[src/rtl/wwd_defines.svh]
/*
 * default cycle counts for the window watchdog.
 * assumes a 100 MHz core_clk; every period but WWD_CLK_PERIOD_NS is in clock cycles.
 */
`ifndef WWD_DEFINES_SVH
`define WWD_DEFINES_SVH

// ==========================================
// clock
`define WWD_CLK_PERIOD_NS 10

// ==========================================
// periods, in cycles
`define WWD_POR_HOLD_CYC 2000
`define WWD_SWITCH_TMO_CYC 5000
`define WWD_SHORT_DIS_CYC 400
`define WWD_SHORT_EN_CYC 400
`define WWD_LONG_DIS_CYC 40000
`define WWD_LONG_EN_CYC 20000
`define WWD_TRG_LOW_MAX_CYC 100
`define WWD_RST_PULSE_CYC 200
`define WWD_DEBOUNCE_CYC 3

// ==========================================
// widths and the correct-trigger target
`define WWD_TIMER_W 24
`define WWD_GOOD_TARGET 2'h3

`endif

[src/rtl/wwd_pkg.sv]
/*
 * types shared by the window watchdog files.
 * assumes nothing of its surroundings.
 */
package wwd_pkg;

	// ==========================================
	// supervisor states
	typedef enum logic [2:0] {
		ST_POR,
		ST_SWITCH,
		ST_SHORT_DIS,
		ST_SHORT_EN,
		ST_LONG_DIS,
		ST_LONG_EN,
		ST_RST_PULSE
	} wwd_state_type;

endpackage

[src/rtl/wwd_top.sv]
/*
 * window watchdog with wake-up: supervises a microcontroller through
 * heartbeat_input and mode_input, drives an open-drain reset pin and
 * peripheral_permit_output. assumes all inputs are asynchronous pins
 * and that supply_ok_input comes from an analogue supply monitor.
 */
`timescale 1ns/100ps

// ==========================================

`include "wwd_defines.svh"

module wwd_top import wwd_pkg::*; #(
	parameter int unsigned POR_HOLD_CYC = `WWD_POR_HOLD_CYC,
	parameter int unsigned SWITCH_TMO_CYC = `WWD_SWITCH_TMO_CYC,
	parameter int unsigned SHORT_DIS_CYC = `WWD_SHORT_DIS_CYC,
	parameter int unsigned SHORT_EN_CYC = `WWD_SHORT_EN_CYC,
	parameter int unsigned LONG_DIS_CYC = `WWD_LONG_DIS_CYC,
	parameter int unsigned LONG_EN_CYC = `WWD_LONG_EN_CYC,
	parameter int unsigned TRG_LOW_MAX_CYC = `WWD_TRG_LOW_MAX_CYC,
	parameter int unsigned RST_PULSE_CYC = `WWD_RST_PULSE_CYC,
	parameter int unsigned DEBOUNCE_CYC = `WWD_DEBOUNCE_CYC,
	parameter int unsigned TIMER_W = `WWD_TIMER_W
) (
	input wire logic core_clk,
	input wire logic sys_rst,
	input wire logic heartbeat_input,
	input wire logic mode_input,
	input wire logic wakeup_input,
	input wire logic supply_ok_input,
	output logic reset_pin_out,
	output logic reset_pin_oe,
	output logic peripheral_permit_output
);

	// ==========================================
	// elaboration checks
	localparam longint unsigned TMAX = (64'h1 << TIMER_W) - 64'h1;

	if (POR_HOLD_CYC < 1 || SWITCH_TMO_CYC < 1 || SHORT_DIS_CYC < 1 || SHORT_EN_CYC < 1 ||
		LONG_DIS_CYC < 1 || LONG_EN_CYC < 1 || RST_PULSE_CYC < 1) begin : g_bad_zero
		$error("wwd_top: every period needs at least one cycle");
	end
	if (POR_HOLD_CYC > TMAX || SWITCH_TMO_CYC > TMAX || LONG_DIS_CYC > TMAX ||
		LONG_EN_CYC > TMAX || TRG_LOW_MAX_CYC > TMAX || SHORT_DIS_CYC > TMAX ||
		SHORT_EN_CYC > TMAX || RST_PULSE_CYC > TMAX) begin : g_bad_width
		$error("wwd_top: a period does not fit TIMER_W");
	end
	if (TRG_LOW_MAX_CYC < 1) begin : g_bad_trg
		$error("wwd_top: TRG_LOW_MAX_CYC must be at least 1");
	end

	// ==========================================
	// declarations
	wwd_state_type state_reg;
	wwd_state_type state_next;
	logic hb_deb;
	logic mode_deb;
	logic wake_deb;
	logic supply_deb;
	logic hb_prev_reg;
	logic wake_prev_reg;
	logic hb_rise;
	logic wake_edge;
	logic trg_err;
	logic tmo;
	logic state_change;
	logic monitoring;
	logic short_win;
	logic long_win;
	logic [TIMER_W-1:0] timer_count;
	logic [TIMER_W-1:0] limit_sel;
	logic [TIMER_W-1:0] hb_low_reg;
	logic [1:0] good_cnt_reg;
	logic [1:0] good_cnt_next;

	// ==========================================
	// input conditioning
	// trigger and mode idle high (pulled up), wake-up idles low
	wwd_debounce #(.STABLE(DEBOUNCE_CYC), .INIT(1'b1)) u_deb_hb (
		.core_clk(core_clk),
		.sys_rst(sys_rst),
		.raw_in(heartbeat_input),
		.level_out(hb_deb)
	);

	wwd_debounce #(.STABLE(DEBOUNCE_CYC), .INIT(1'b1)) u_deb_mode (
		.core_clk(core_clk),
		.sys_rst(sys_rst),
		.raw_in(mode_input),
		.level_out(mode_deb)
	);

	wwd_debounce #(.STABLE(DEBOUNCE_CYC), .INIT(1'b0)) u_deb_wake (
		.core_clk(core_clk),
		.sys_rst(sys_rst),
		.raw_in(wakeup_input),
		.level_out(wake_deb)
	);

	// supply monitor level is only synchronised, not filtered
	wwd_debounce #(.STABLE(1), .INIT(1'b0)) u_sync_supply (
		.core_clk(core_clk),
		.sys_rst(sys_rst),
		.raw_in(supply_ok_input),
		.level_out(supply_deb)
	);

	// ==========================================
	// edge detection
	always_ff @(posedge core_clk or posedge sys_rst) begin
		if (sys_rst) begin
			hb_prev_reg <= 1'b1;
			wake_prev_reg <= 1'b0;
		end else begin
			hb_prev_reg <= hb_deb;
			wake_prev_reg <= wake_deb;
		end
	end

	assign hb_rise = hb_deb & ~hb_prev_reg;
	assign wake_edge = wake_deb ^ wake_prev_reg;

	assign short_win = (state_reg == ST_SHORT_DIS) || (state_reg == ST_SHORT_EN);
	assign long_win = (state_reg == ST_LONG_DIS) || (state_reg == ST_LONG_EN);
	assign monitoring = short_win || long_win;

	// ==========================================
	// trigger low-time supervision
	// counted only while monitoring, so a low trigger during switch-over is harmless
	always_ff @(posedge core_clk or posedge sys_rst) begin
		if (sys_rst) begin
			hb_low_reg <= '0;
		end else if (hb_deb || !monitoring) begin
			hb_low_reg <= '0;
		end else if (hb_low_reg != {TIMER_W{1'b1}}) begin
			hb_low_reg <= hb_low_reg + 1'b1;
		end
	end

	assign trg_err = (hb_low_reg >= TIMER_W'(TRG_LOW_MAX_CYC));

	// ==========================================
	// interval timer
	// held clear while supply is low, so the power-on hold counts from recovery
	assign state_change = (state_next != state_reg) || !supply_deb;

	wwd_interval_timer #(.WIDTH(TIMER_W)) u_timer (
		.core_clk(core_clk),
		.sys_rst(sys_rst),
		.restart(state_change),
		.count(timer_count)
	);

	// period of the current state, minus one since the count starts at zero
	always_comb begin
		unique case (state_reg)
			ST_POR: limit_sel = TIMER_W'(POR_HOLD_CYC - 1);
			ST_SWITCH: limit_sel = TIMER_W'(SWITCH_TMO_CYC - 1);
			ST_SHORT_DIS: limit_sel = TIMER_W'(SHORT_DIS_CYC - 1);
			ST_SHORT_EN: limit_sel = TIMER_W'(SHORT_EN_CYC - 1);
			ST_LONG_DIS: limit_sel = TIMER_W'(LONG_DIS_CYC - 1);
			ST_LONG_EN: limit_sel = TIMER_W'(LONG_EN_CYC - 1);
			ST_RST_PULSE: limit_sel = TIMER_W'(RST_PULSE_CYC - 1);
			default: limit_sel = '0;
		endcase
	end

	assign tmo = (timer_count >= limit_sel);

	// ==========================================
	// supervisor state machine
	// a pin event one cycle before a timeout cannot double-step: the timer clears with the change
	always_comb begin
		state_next = state_reg;
		unique case (state_reg)
			ST_POR: begin
				if (tmo) state_next = ST_SWITCH;
			end
			ST_SWITCH: begin
				if (!mode_deb) state_next = ST_SHORT_DIS;
				else if (tmo) state_next = ST_RST_PULSE;
			end
			ST_SHORT_DIS: begin
				if (hb_rise || trg_err) state_next = ST_RST_PULSE;
				else if (mode_deb) state_next = ST_LONG_DIS;
				else if (tmo) state_next = ST_SHORT_EN;
			end
			ST_SHORT_EN: begin
				if (trg_err) state_next = ST_RST_PULSE;
				else if (hb_rise) state_next = ST_SHORT_DIS;
				else if (mode_deb) state_next = ST_LONG_DIS;
				else if (tmo) state_next = ST_RST_PULSE;
			end
			ST_LONG_DIS: begin
				if (wake_edge || hb_rise || trg_err) state_next = ST_RST_PULSE;
				else if (!mode_deb) state_next = ST_SHORT_DIS;
				else if (tmo) state_next = ST_LONG_EN;
			end
			ST_LONG_EN: begin
				if (wake_edge || trg_err) state_next = ST_RST_PULSE;
				else if (hb_rise) state_next = ST_LONG_DIS;
				else if (!mode_deb) state_next = ST_SHORT_DIS;
				else if (tmo) state_next = ST_RST_PULSE;
			end
			ST_RST_PULSE: begin
				if (tmo) state_next = ST_SWITCH;
			end
			default: state_next = ST_POR;
		endcase
		if (!supply_deb) state_next = ST_POR;
	end

	always_ff @(posedge core_clk or posedge sys_rst) begin
		if (sys_rst) begin
			state_reg <= ST_POR;
		end else begin
			state_reg <= state_next;
		end
	end

	// ==========================================
	// correct-trigger count and permit output
	always_comb begin
		good_cnt_next = good_cnt_reg;
		if (state_next != ST_SHORT_DIS && state_next != ST_SHORT_EN) begin
			good_cnt_next = 2'h0;
		end else if (state_reg == ST_SHORT_EN && state_next == ST_SHORT_DIS &&
			good_cnt_reg != `WWD_GOOD_TARGET) begin
			good_cnt_next = good_cnt_reg + 2'h1;
		end
	end

	always_ff @(posedge core_clk or posedge sys_rst) begin
		if (sys_rst) begin
			good_cnt_reg <= 2'h0;
			peripheral_permit_output <= 1'b0;
		end else begin
			good_cnt_reg <= good_cnt_next;
			peripheral_permit_output <= (good_cnt_next == `WWD_GOOD_TARGET);
		end
	end

	// ==========================================
	// open-drain reset pin, active low: only ever pulls down
	always_ff @(posedge core_clk or posedge sys_rst) begin
		if (sys_rst) begin
			reset_pin_out <= 1'b0;
			reset_pin_oe <= 1'b1;
		end else begin
			reset_pin_out <= 1'b0;
			reset_pin_oe <= (state_next == ST_POR) || (state_next == ST_RST_PULSE);
		end
	end
endmodule // wwd_top

[src/rtl/wwd_debounce.sv]
/*
 * two-flop synchroniser followed by a stability filter.
 * assumes raw_in is asynchronous to core_clk.
 */
`timescale 1ns/100ps

module wwd_debounce #(
	parameter int unsigned STABLE = 3,
	parameter bit INIT = 1'b0
) (
	input wire logic core_clk,
	input wire logic sys_rst,
	input wire logic raw_in,
	output logic level_out
);

	localparam int CW = $clog2(STABLE + 1);

	if (STABLE < 1) begin : g_bad_stable
		$error("wwd_debounce: STABLE must be at least 1");
	end

	logic meta_reg;
	logic sync_reg;
	logic [CW-1:0] cnt_reg;

	// ==========================================
	// synchroniser
	always_ff @(posedge core_clk or posedge sys_rst) begin
		if (sys_rst) begin
			meta_reg <= INIT;
			sync_reg <= INIT;
		end else begin
			meta_reg <= raw_in;
			sync_reg <= meta_reg;
		end
	end

	// ==========================================
	// filter: a new level must hold STABLE cycles
	always_ff @(posedge core_clk or posedge sys_rst) begin
		if (sys_rst) begin
			cnt_reg <= '0;
			level_out <= INIT;
		end else if (sync_reg == level_out) begin
			cnt_reg <= '0;
		end else if (cnt_reg == CW'(STABLE - 1)) begin
			cnt_reg <= '0;
			level_out <= sync_reg;
		end else begin
			cnt_reg <= cnt_reg + 1'b1;
		end
	end

endmodule // wwd_debounce

[src/rtl/wwd_interval_timer.sv]
/*
 * interval timer: counts core_clk cycles, cleared by restart.
 * assumes restart comes from logic on the same clock.
 */
`timescale 1ns/100ps

module wwd_interval_timer #(
	parameter int unsigned WIDTH = 24
) (
	input wire logic core_clk,
	input wire logic sys_rst,
	input wire logic restart,
	output logic [WIDTH-1:0] count
);

	if (WIDTH < 2) begin : g_bad_width
		$error("wwd_interval_timer: WIDTH must be at least 2");
	end

	// ==========================================
	// counter; saturates so a stalled state never wraps
	always_ff @(posedge core_clk or posedge sys_rst) begin
		if (sys_rst) begin
			count <= '0;
		end else if (restart) begin
			count <= '0;
		end else if (count != {WIDTH{1'b1}}) begin
			count <= count + 1'b1;
		end
	end

endmodule // wwd_interval_timer

[config.mk]
export PLATFORM = sky130hd
export DESIGN_NAME = wwd_top
export DESIGN_NICKNAME = d
export VERILOG_FILES = /design/src/rtl/wwd_pkg.sv /design/src/rtl/wwd_top.sv /design/src/rtl/wwd_debounce.sv /design/src/rtl/wwd_interval_timer.sv
export VERILOG_INCLUDE_DIRS = /design/src /design/src/rtl
export SDC_FILE = /design/constraint.sdc
export NUM_CORES = 1
export LEC_CHECK = 0
export ABC_CLOCK_PERIOD_IN_PS = 5220
export BUFFER_PORTS_ARGS = -buffer_cell sky130_fd_sc_hd__buf_2
export CAP_MARGIN = 20
export CORE_ASPECT_RATIO = 1.2
export CORE_MARGIN = 5
export CORE_UTILIZATION = 55
export DETAILED_ROUTE_END_ITERATION = 8
export GPL_ROUTABILITY_DRIVEN = 0
export PLACE_DENSITY = 0.71
export SYNTH_ARGS = -nofsm -noshare
export SYNTH_HDL_FRONTEND = slang
export SYNTH_SLANG_ARGS = --single-unit
[constraint.sdc]
create_clock -name core_clk -period 5.22 [get_ports core_clk]
set_input_delay 1.044 -clock core_clk [delete_from_list [all_inputs] [get_ports core_clk]]
set_output_delay 1.044 -clock core_clk [all_outputs]
set_load 0.01 [all_outputs]
==> results of run 1 <==
## layout by cell type, fill, tap and decap left out, types with 9 or more instances in the layout
cell	count
ha_1	22
dfrtp_1	67
xor2_1	24
a21oi_1	15
inv_1	15
nor3_2	10
nand2_1	26
nand4_1	15
nor2_1	54
xnor2_1	18
nor3_1	26
nand3_1	20
clkbuf_8	9
## power groups by stage
stage | Sequential [mW] | Combinational [mW] | Clock [mW]
after floorplan | 0.718 | 0.687 | 0
after global placement | 0.768 | 0.718 | 0
after global routing | 0.780 | 0.842 | 0.476
after CTS | 0.764 | 0.748 | 0.451
after detailed placement | 0.775 | 0.746 | 0
final | 0.764 | 0.749 | 0.442
## final cells by class
class | count | area (um^2) | share of cell area
multi-input cells | 323 | 2153 | 0.4826
well taps | 92 | 115.1 | 0.02580
clock buffers | 9 | 123.9 | 0.02776
inverters | 16 | 60.06 | 0.01346
repair buffers | 10 | 57.56 | 0.01290
clock inverters | 7 | 65.06 | 0.01458
flip-flops and latches | 75 | 1887 | 0.4229
## routing by layer
metal | vias up | GRT usage | wire, um
li1 | 1516 | - | -
met1 | 1516 | 0.2248 | 3535
met2 | 81 | 0.3096 | 4082
met3 | 27 | 0.03783 | 332
met4 | 0 | 0.08207 | 288
met5 | - | 0 | 0
## metrics by stage
| step | total power [mW] | instances | util | setup WS (ps) | hold slack, ps |
|---|---|---|---|---|---|
| after floorplan | 1.405 | 430 | - | 1452 | 331.2 |
| after global placement | 1.486 | 516 | 0.5640 | 1013 | 331.8 |
| after detailed placement | 1.520 | 516 | 0.5640 | 722.7 | 335.6 |
| after CTS | 1.962 | 532 | 0.5889 | 699.1 | 352.1 |
| after global routing | 2.098 | 532 | 0.5889 | 293.1 | 353.4 |
| final | 1.956 | 532 | 0.5889 | 680.2 | 346.0 |
## worst min-delay path by stage
| stage | startpoint | to | slack, ps | depth (start not counted) |
|---|---|---|---|---|
| floorplan | u_deb_wake.meta_reg | u_deb_wake.sync_reg | 330 | 0 |
| CTS | u_deb_wake.meta_reg | u_deb_wake.sync_reg | 350 | 0 |
| global route | u_deb_wake.meta_reg | u_deb_wake.sync_reg | 350 | 0 |
| detailed placement | u_deb_wake.meta_reg | u_deb_wake.sync_reg | 340 | 0 |
| finish | u_deb_wake.meta_reg | u_deb_wake.sync_reg | 350 | 0 |
| global placement | u_deb_wake.meta_reg | u_deb_wake.sync_reg | 330 | 0 |
## synth_stat cells (all sizes together) (3+ instances only)
cell type | instances | share of area
nand3 | 20 | 0.024
xor2 | 24 | 0.050
nor4 | 8 | 0.013
clkbuf | 11 | 0.017
and2 | 3 | 0.0048
ha | 22 | 0.066
nor3b | 4 | 0.0071
dfstp | 8 | 0.050
mux2 | 3 | 0.0080
nor3 | 37 | 0.059
a21oi | 15 | 0.018
mux2i | 3 | 0.0071
nand2 | 26 | 0.023
inv | 16 | 0.014
a31oi | 4 | 0.0060
and4 | 5 | 0.011
dfrtp | 67 | 0.40
nand4 | 15 | 0.022
buf | 5 | 0.013
o21ai | 7 | 0.0083
and3 | 10 | 0.015
nor2 | 54 | 0.048
nor2b | 6 | 0.0095
xnor2 | 19 | 0.041
## critical path: stages, from the launching register on
cell       delay, ps
dfrtp_1          680
inv_1            260
ha_1             280
nor2_1           170
o21ai_0          200
nor2_1           250
inv_1             70
ha_1             260
nand2b_1         150
a2111oi_1        410
or4b_4           240
and3_2           200
a21boi_0          90
or4_4            550
a21o_1           200
buf_4            220
nor3_1           230
## logic make-up (layout without fill, tap and decap cells)
logic type / count (synthesis) / in the layout / synth area share
flip-flops: 75 / 75 / 0.4492
adder cells (fa/ha/maj): 22 / 22 / 0.06553
AND/OR/NAND/NOR: 199 / 199 / 0.2633
buffers and inverters: 32 / 42 / 0.04439
AO/OA/AOI/OAI: 45 / 45 / 0.07000
other: 1 / 8 / 0.0008928
XOR/XNOR: 43 / 43 / 0.09145
multiplexers: 6 / 6 / 0.01519
==> key figures, run 1 <==
STA
  • RSZ-0062 raised after global routing: no
  • Clock Skew: 16.49 ps
  • Setup TNS: 0 ps
  • Minimum clock period: between 4000 and 5000 ps
  • Slew Limit Fails: 0
  • FMAX: approximately 220 MHz
  • Final-report setup violation count: 0
  • Slew HR: 0.3747
  • Part of the cycle the worst path needs: 0.8697
  • Worst Max-Slew Pin Slew: ~940 ps
  • Final hold vios: 0

Critical path
  • Critical path launch point type: register
  • Critical path launch point: state_reg[2]
  • Critical Path Sink Type: register
  • Crit path DAT: about 4800 ps
  • Worst r2r path cells: 16
  • R2r setup slk: ~680 ps
  • WS Path Type: reg -> reg
  • Critical Path Sink: u_timer.count[13]
  • Reg2reg start: state_reg[2]
  • Worst path required time: approximately 5500 ps
  • R2r endpoint: u_timer.count[13]
  • Max FO, Critical Path: 17

Die
  • Starting Density: 0.5544
  • Die area: between 0.009 and 0.01 mm^2
  • IO Pins: 9
  • DIE WIDTH: approximately 90 um
  • Row count: 35
  • CORE AREA: around 0.0076 mm^2
  • Die Ht: between 100 and 150 um

Finish
  • Layout area overhead: 6.226%
  • Number of nets in the layout: 463
  • Layout cells sized above 1: 0.1364
  • Finished Cell Area: roughly 0.0045 mm^2
  • Ant. Diodes: 0
  • Fillers: 662

Placed design
  • Placed cell area: ~0.0043 mm^2
  • IO buf count: 7
  • DP HPWL: 5771 um

GRT
  • Gr ovfl total: 0
  • Total Routing Usage GR: 0.1835
  • Vias in the first global route: roughly 3200
  • Initial antenna violation count: 0
  • Largest net degree at the start of global routing: between 40 and 50
  • First-pass GRT wire length: 14400 um

Power and ir drop
  • Power share of the sequential group: 0.391
  • Int Pwr: approximately 1.1 mW
  • Combinational share of power: 0.383
  • Sw Ratio: 0.4172
  • Pwr per Cell Area: between 400 and 500 mW/mm^2
  • Net Switching: 815.9 uW
  • Clock power frac: 0.226
  • Leakage: around 1.9 nW
  • Peak supply drop: 0.3342 mV

Flow run
  • Max cap viols: 0

Synthesis
  • Netlist cell types: 59
  • Mapped cell area: between 0.004 and 0.005 mm^2
  • FF+latch count, synth: 75
  • Ys flop type: dfrtp_1
  • FFs w/ async S/R, synth: 1.000
  • Mapped Avg Cell Area: 9.930 um^2
  • Syn Inst Count: approximately 420
  • Number of synthesized flops with an enable pin: 0
  • Yosys warning count: 0
  • Sequential area share after synthesis: 0.4492

Drt
  • First-pass iteration count of the detailed router: 4
  • Vias: 3140
  • # DRC: 0
  • WL per Instance: between 15 and 20 um
  • Via density: between 5 and 6
  • Initial drt markers: ~140
  • Antenna viol nets, final: 0
  • Final WL: just over 8000 um

Clock network
  • Reg clk slew, reported paths: 100 ps
  • Post-cts sizing count: 0
  • Htree depth: 3
  • Post-CTS Setup Bufs: 0
  • Post-CTS Hold Fix Bufs: 0
  • Max clock buf depth: 2
  • TritonCTS Buffers: 9
  • Clk_lat worst skew: between 300 and 400 ps
  • CTS tree: built
  • Root Driver: clkbuf_8
  • Clock Sinks: between 70 and 80

Hold path
  • Min-Delay Path Class: reg -> reg

Run status
  • Outcome: completed
No activity file was read; power rests on OpenSTA's default activity.
==> run 2, diff against run 1 <==
--- a/config.mk
+++ b/config.mk
@@ -12,9 +12,11 @@
 export CORE_ASPECT_RATIO = 1.2
 export CORE_MARGIN = 5
 export CORE_UTILIZATION = 55
+export CTS_BUF_LIST = sky130_fd_sc_hd__clkbuf_16
 export DETAILED_ROUTE_END_ITERATION = 8
 export GPL_ROUTABILITY_DRIVEN = 0
 export PLACE_DENSITY = 0.71
 export SYNTH_ARGS = -nofsm -noshare
 export SYNTH_HDL_FRONTEND = slang
 export SYNTH_SLANG_ARGS = --single-unit
+export TNS_END_PERCENT = 20
==> run 2 against run 1 <==
Non-clock buffer count unchanged. Critical endpoint unchanged. Clock skew down 7.2 ps. Global-route usage up 0.24 points. Register-to-register slack about the same. Sequential cell count unchanged.
==> key figures, run 2 (synthesized netlist as in run 1, its figures left out) <==
Run status
  • Outcome: completed

GRT
  • Vias in the first global route: roughly 3100
  • Largest net degree at the start of global routing: 42
  • Total Routing Usage GR: 0.1859
  • Gr ovfl total: 0
  • First-pass GRT wire length: 14500 um
  • Initial antenna violation count: 0

Placed design
  • IO buf count: 7
  • DP HPWL: approximately 5800 um
  • Pre-CTS WS: 722.7 ps

Die
  • Row count: 35
  • IO Pins: 9
  • CORE AREA: 0.007576 mm^2
  • Die area: 0.009492 mm^2
  • Starting Density: 0.5544
  • Die Ht: approximately 110 um
  • DIE WIDTH: 89.78 um

Clock network
  • CTS tree: built
  • Post-CTS Setup Bufs: 0
  • Clk_lat worst skew: 330 ps
  • Max clock buf depth: 2
  • Reg clk slew, reported paths: 70 ps
  • Clock Sinks: between 70 and 80
  • Post-cts sizing count: 0
  • Post-CTS Hold Fix Bufs: 0
  • Htree depth: 3
  • Root Driver: clkbuf_16
  • TritonCTS Buffers: 9

STA
  • Setup TNS: 0 ps
  • Slew HR: 0.3839
  • Final hold vios: 0
  • RSZ-0062 raised after global routing: no
  • FMAX: 219.9 MHz
  • Minimum clock period: 4548 ps
  • Clock Skew: 9.304 ps
  • Slew Limit Fails: 0
  • Part of the cycle the worst path needs: 0.8713
  • Final worst slack: 671.6 ps
  • Final-report setup violation count: 0
  • Worst Max-Slew Pin Slew: 924.2 ps

Finish
  • Number of nets in the layout: roughly 460
  • Register area: 0.001887 mm^2
  • Fillers: 640
  • Layout cells sized above 1: 0.1364
  • Most common cell after layout, fill and taps aside: dfrtp_1
  • Commonest non-fill, non-tap cells in the layout: dfrtp_1 (67), nor2_1 (54), nor3_1 (26), nand2_1 (26), xor2_1 (24)
  • Ant. Diodes: 0
  • Fin util: 0.6023
  • Multi-input logic area: roughly 0.0022 mm^2
  • Layout area overhead: 8.639%

Drt
  • WL per Instance: roughly 16 um
  • Met3 WL: between 300 and 400 um
  • Initial drt markers: about 160
  • Antenna viol nets, final: 0
  • M1 wire length: about 3500 um
  • Final WL: slightly above 8000 um
  • # DRC: 0
  • First-pass iteration count of the detailed router: 5
  • Via density: slightly below 6
  • Met2 WL: between 4000 and 5000 um
  • Vias: between 3000 and 4000
  • Top sig layer: met4

Power and ir drop
  • Peak supply drop: ~0.33 mV
  • Sw Ratio: 0.3923
  • Leakage: around 1.9 nW
  • Net Switching: 832.8 uW
  • Int Pwr: between 1 and 1.5 mW
  • Combinational share of power: 0.354
  • Pwr per Cell Area: 465.2 mW/mm^2
  • Power share of the sequential group: 0.361
  • Clock power frac: 0.285

Critical path
  • Crit-path cells: inv_1, ha_1, nor2_1, o21ai_0, nor2_1, inv_1, ha_1, nand2b_1, a2111oi_1, or4b_4, and3_2, a21boi_0, or4_4, a21o_1, buf_4, nor3_1
  • Buf+Inv Stages, Crit Path: 3
  • CP top delay family: simple AND/OR/NAND/NOR gates
  • Crit path DAT: roughly 4800 ps
  • Max FO, Critical Path: 17
  • Worst stage delay on the critical path: 680 ps
  • Critical path's slowest cell: dfrtp_1
  • Worst path required time: between 5000 and 6000 ps
  • WS Path Type: reg -> reg
  • Critical Path Sink Type: register
  • Critical path launch point type: register

Flow run
  • Max cap viols: 0

Hold path
  • Min-Delay Path Class: reg -> reg
run 2: changes by cell type in the layout (fill, tap and decap cells not counted):
cell | before | now
clkbuf_8 | 9 | 0
clkbuf_16 | 0 | 9
run 2: worst paths after layout:
path | start | endpoint | slack (ps) | depth (start not counted)
max reg2reg | state_reg[2] | u_timer.count[13] | 670 | 16
min reg2reg | u_deb_wake.meta_reg | u_deb_wake.sync_reg | 340 | 0
max | state_reg[2] | u_timer.count[13] | 670 | 16
min | u_deb_wake.meta_reg | u_deb_wake.sync_reg | 340 | 0
min in group asynchronous | sys_rst | hb_low_reg[13] | 830 | 2
max in group asynchronous | sys_rst | u_deb_hb.level_out | 3380 | 3
run 2: per-stage QoR:
| stage | power [mW] | instances | cell area (um^2) | hold slack, ps |
|---|---|---|---|---|
| after floorplan | 1.405 | 430 | 4227 | 331.2 |
| after global placement | 1.486 | 516 | 4273 | 331.8 |
| after detailed placement | 1.520 | 516 | 4273 | 335.6 |
| after CTS | 2.138 | 532 | 4563 | 347.3 |
| after global routing | 2.268 | 532 | 4563 | 350.8 |
| final | 2.123 | 532 | 4563 | 343.9 |
run 2: power groups by stage:
stage	registers (mW)	logic, mW	clock network, mW
floorplan	0.718	0.687	0
global placement	0.768	0.718	0
detailed placement	0.775	0.746	0
CTS	0.765	0.754	0.620
global route	0.781	0.845	0.643
finish	0.766	0.751	0.606
run 2: routing by layer:
| metal | up-vias | global-route usage |
|---|---|---|
| met5 | - | 0 |
| met4 | 0 | 0.08423 |
| met3 | 28 | 0.03854 |
| met2 | 80 | 0.3122 |
| met1 | 1523 | 0.2285 |
| li1 | 1519 | - |
run 2: final cells by class:
type | instances | area share
Multi-Input combinational cell | 323 | 0.4719
Clock inverter | 7 | 0.01426
Sequential cell | 75 | 0.4135
Tap cell | 92 | 0.02523
Timing Repair Buffer | 10 | 0.01261
Clock buffer | 9 | 0.04936
Inverter | 16 | 0.01316
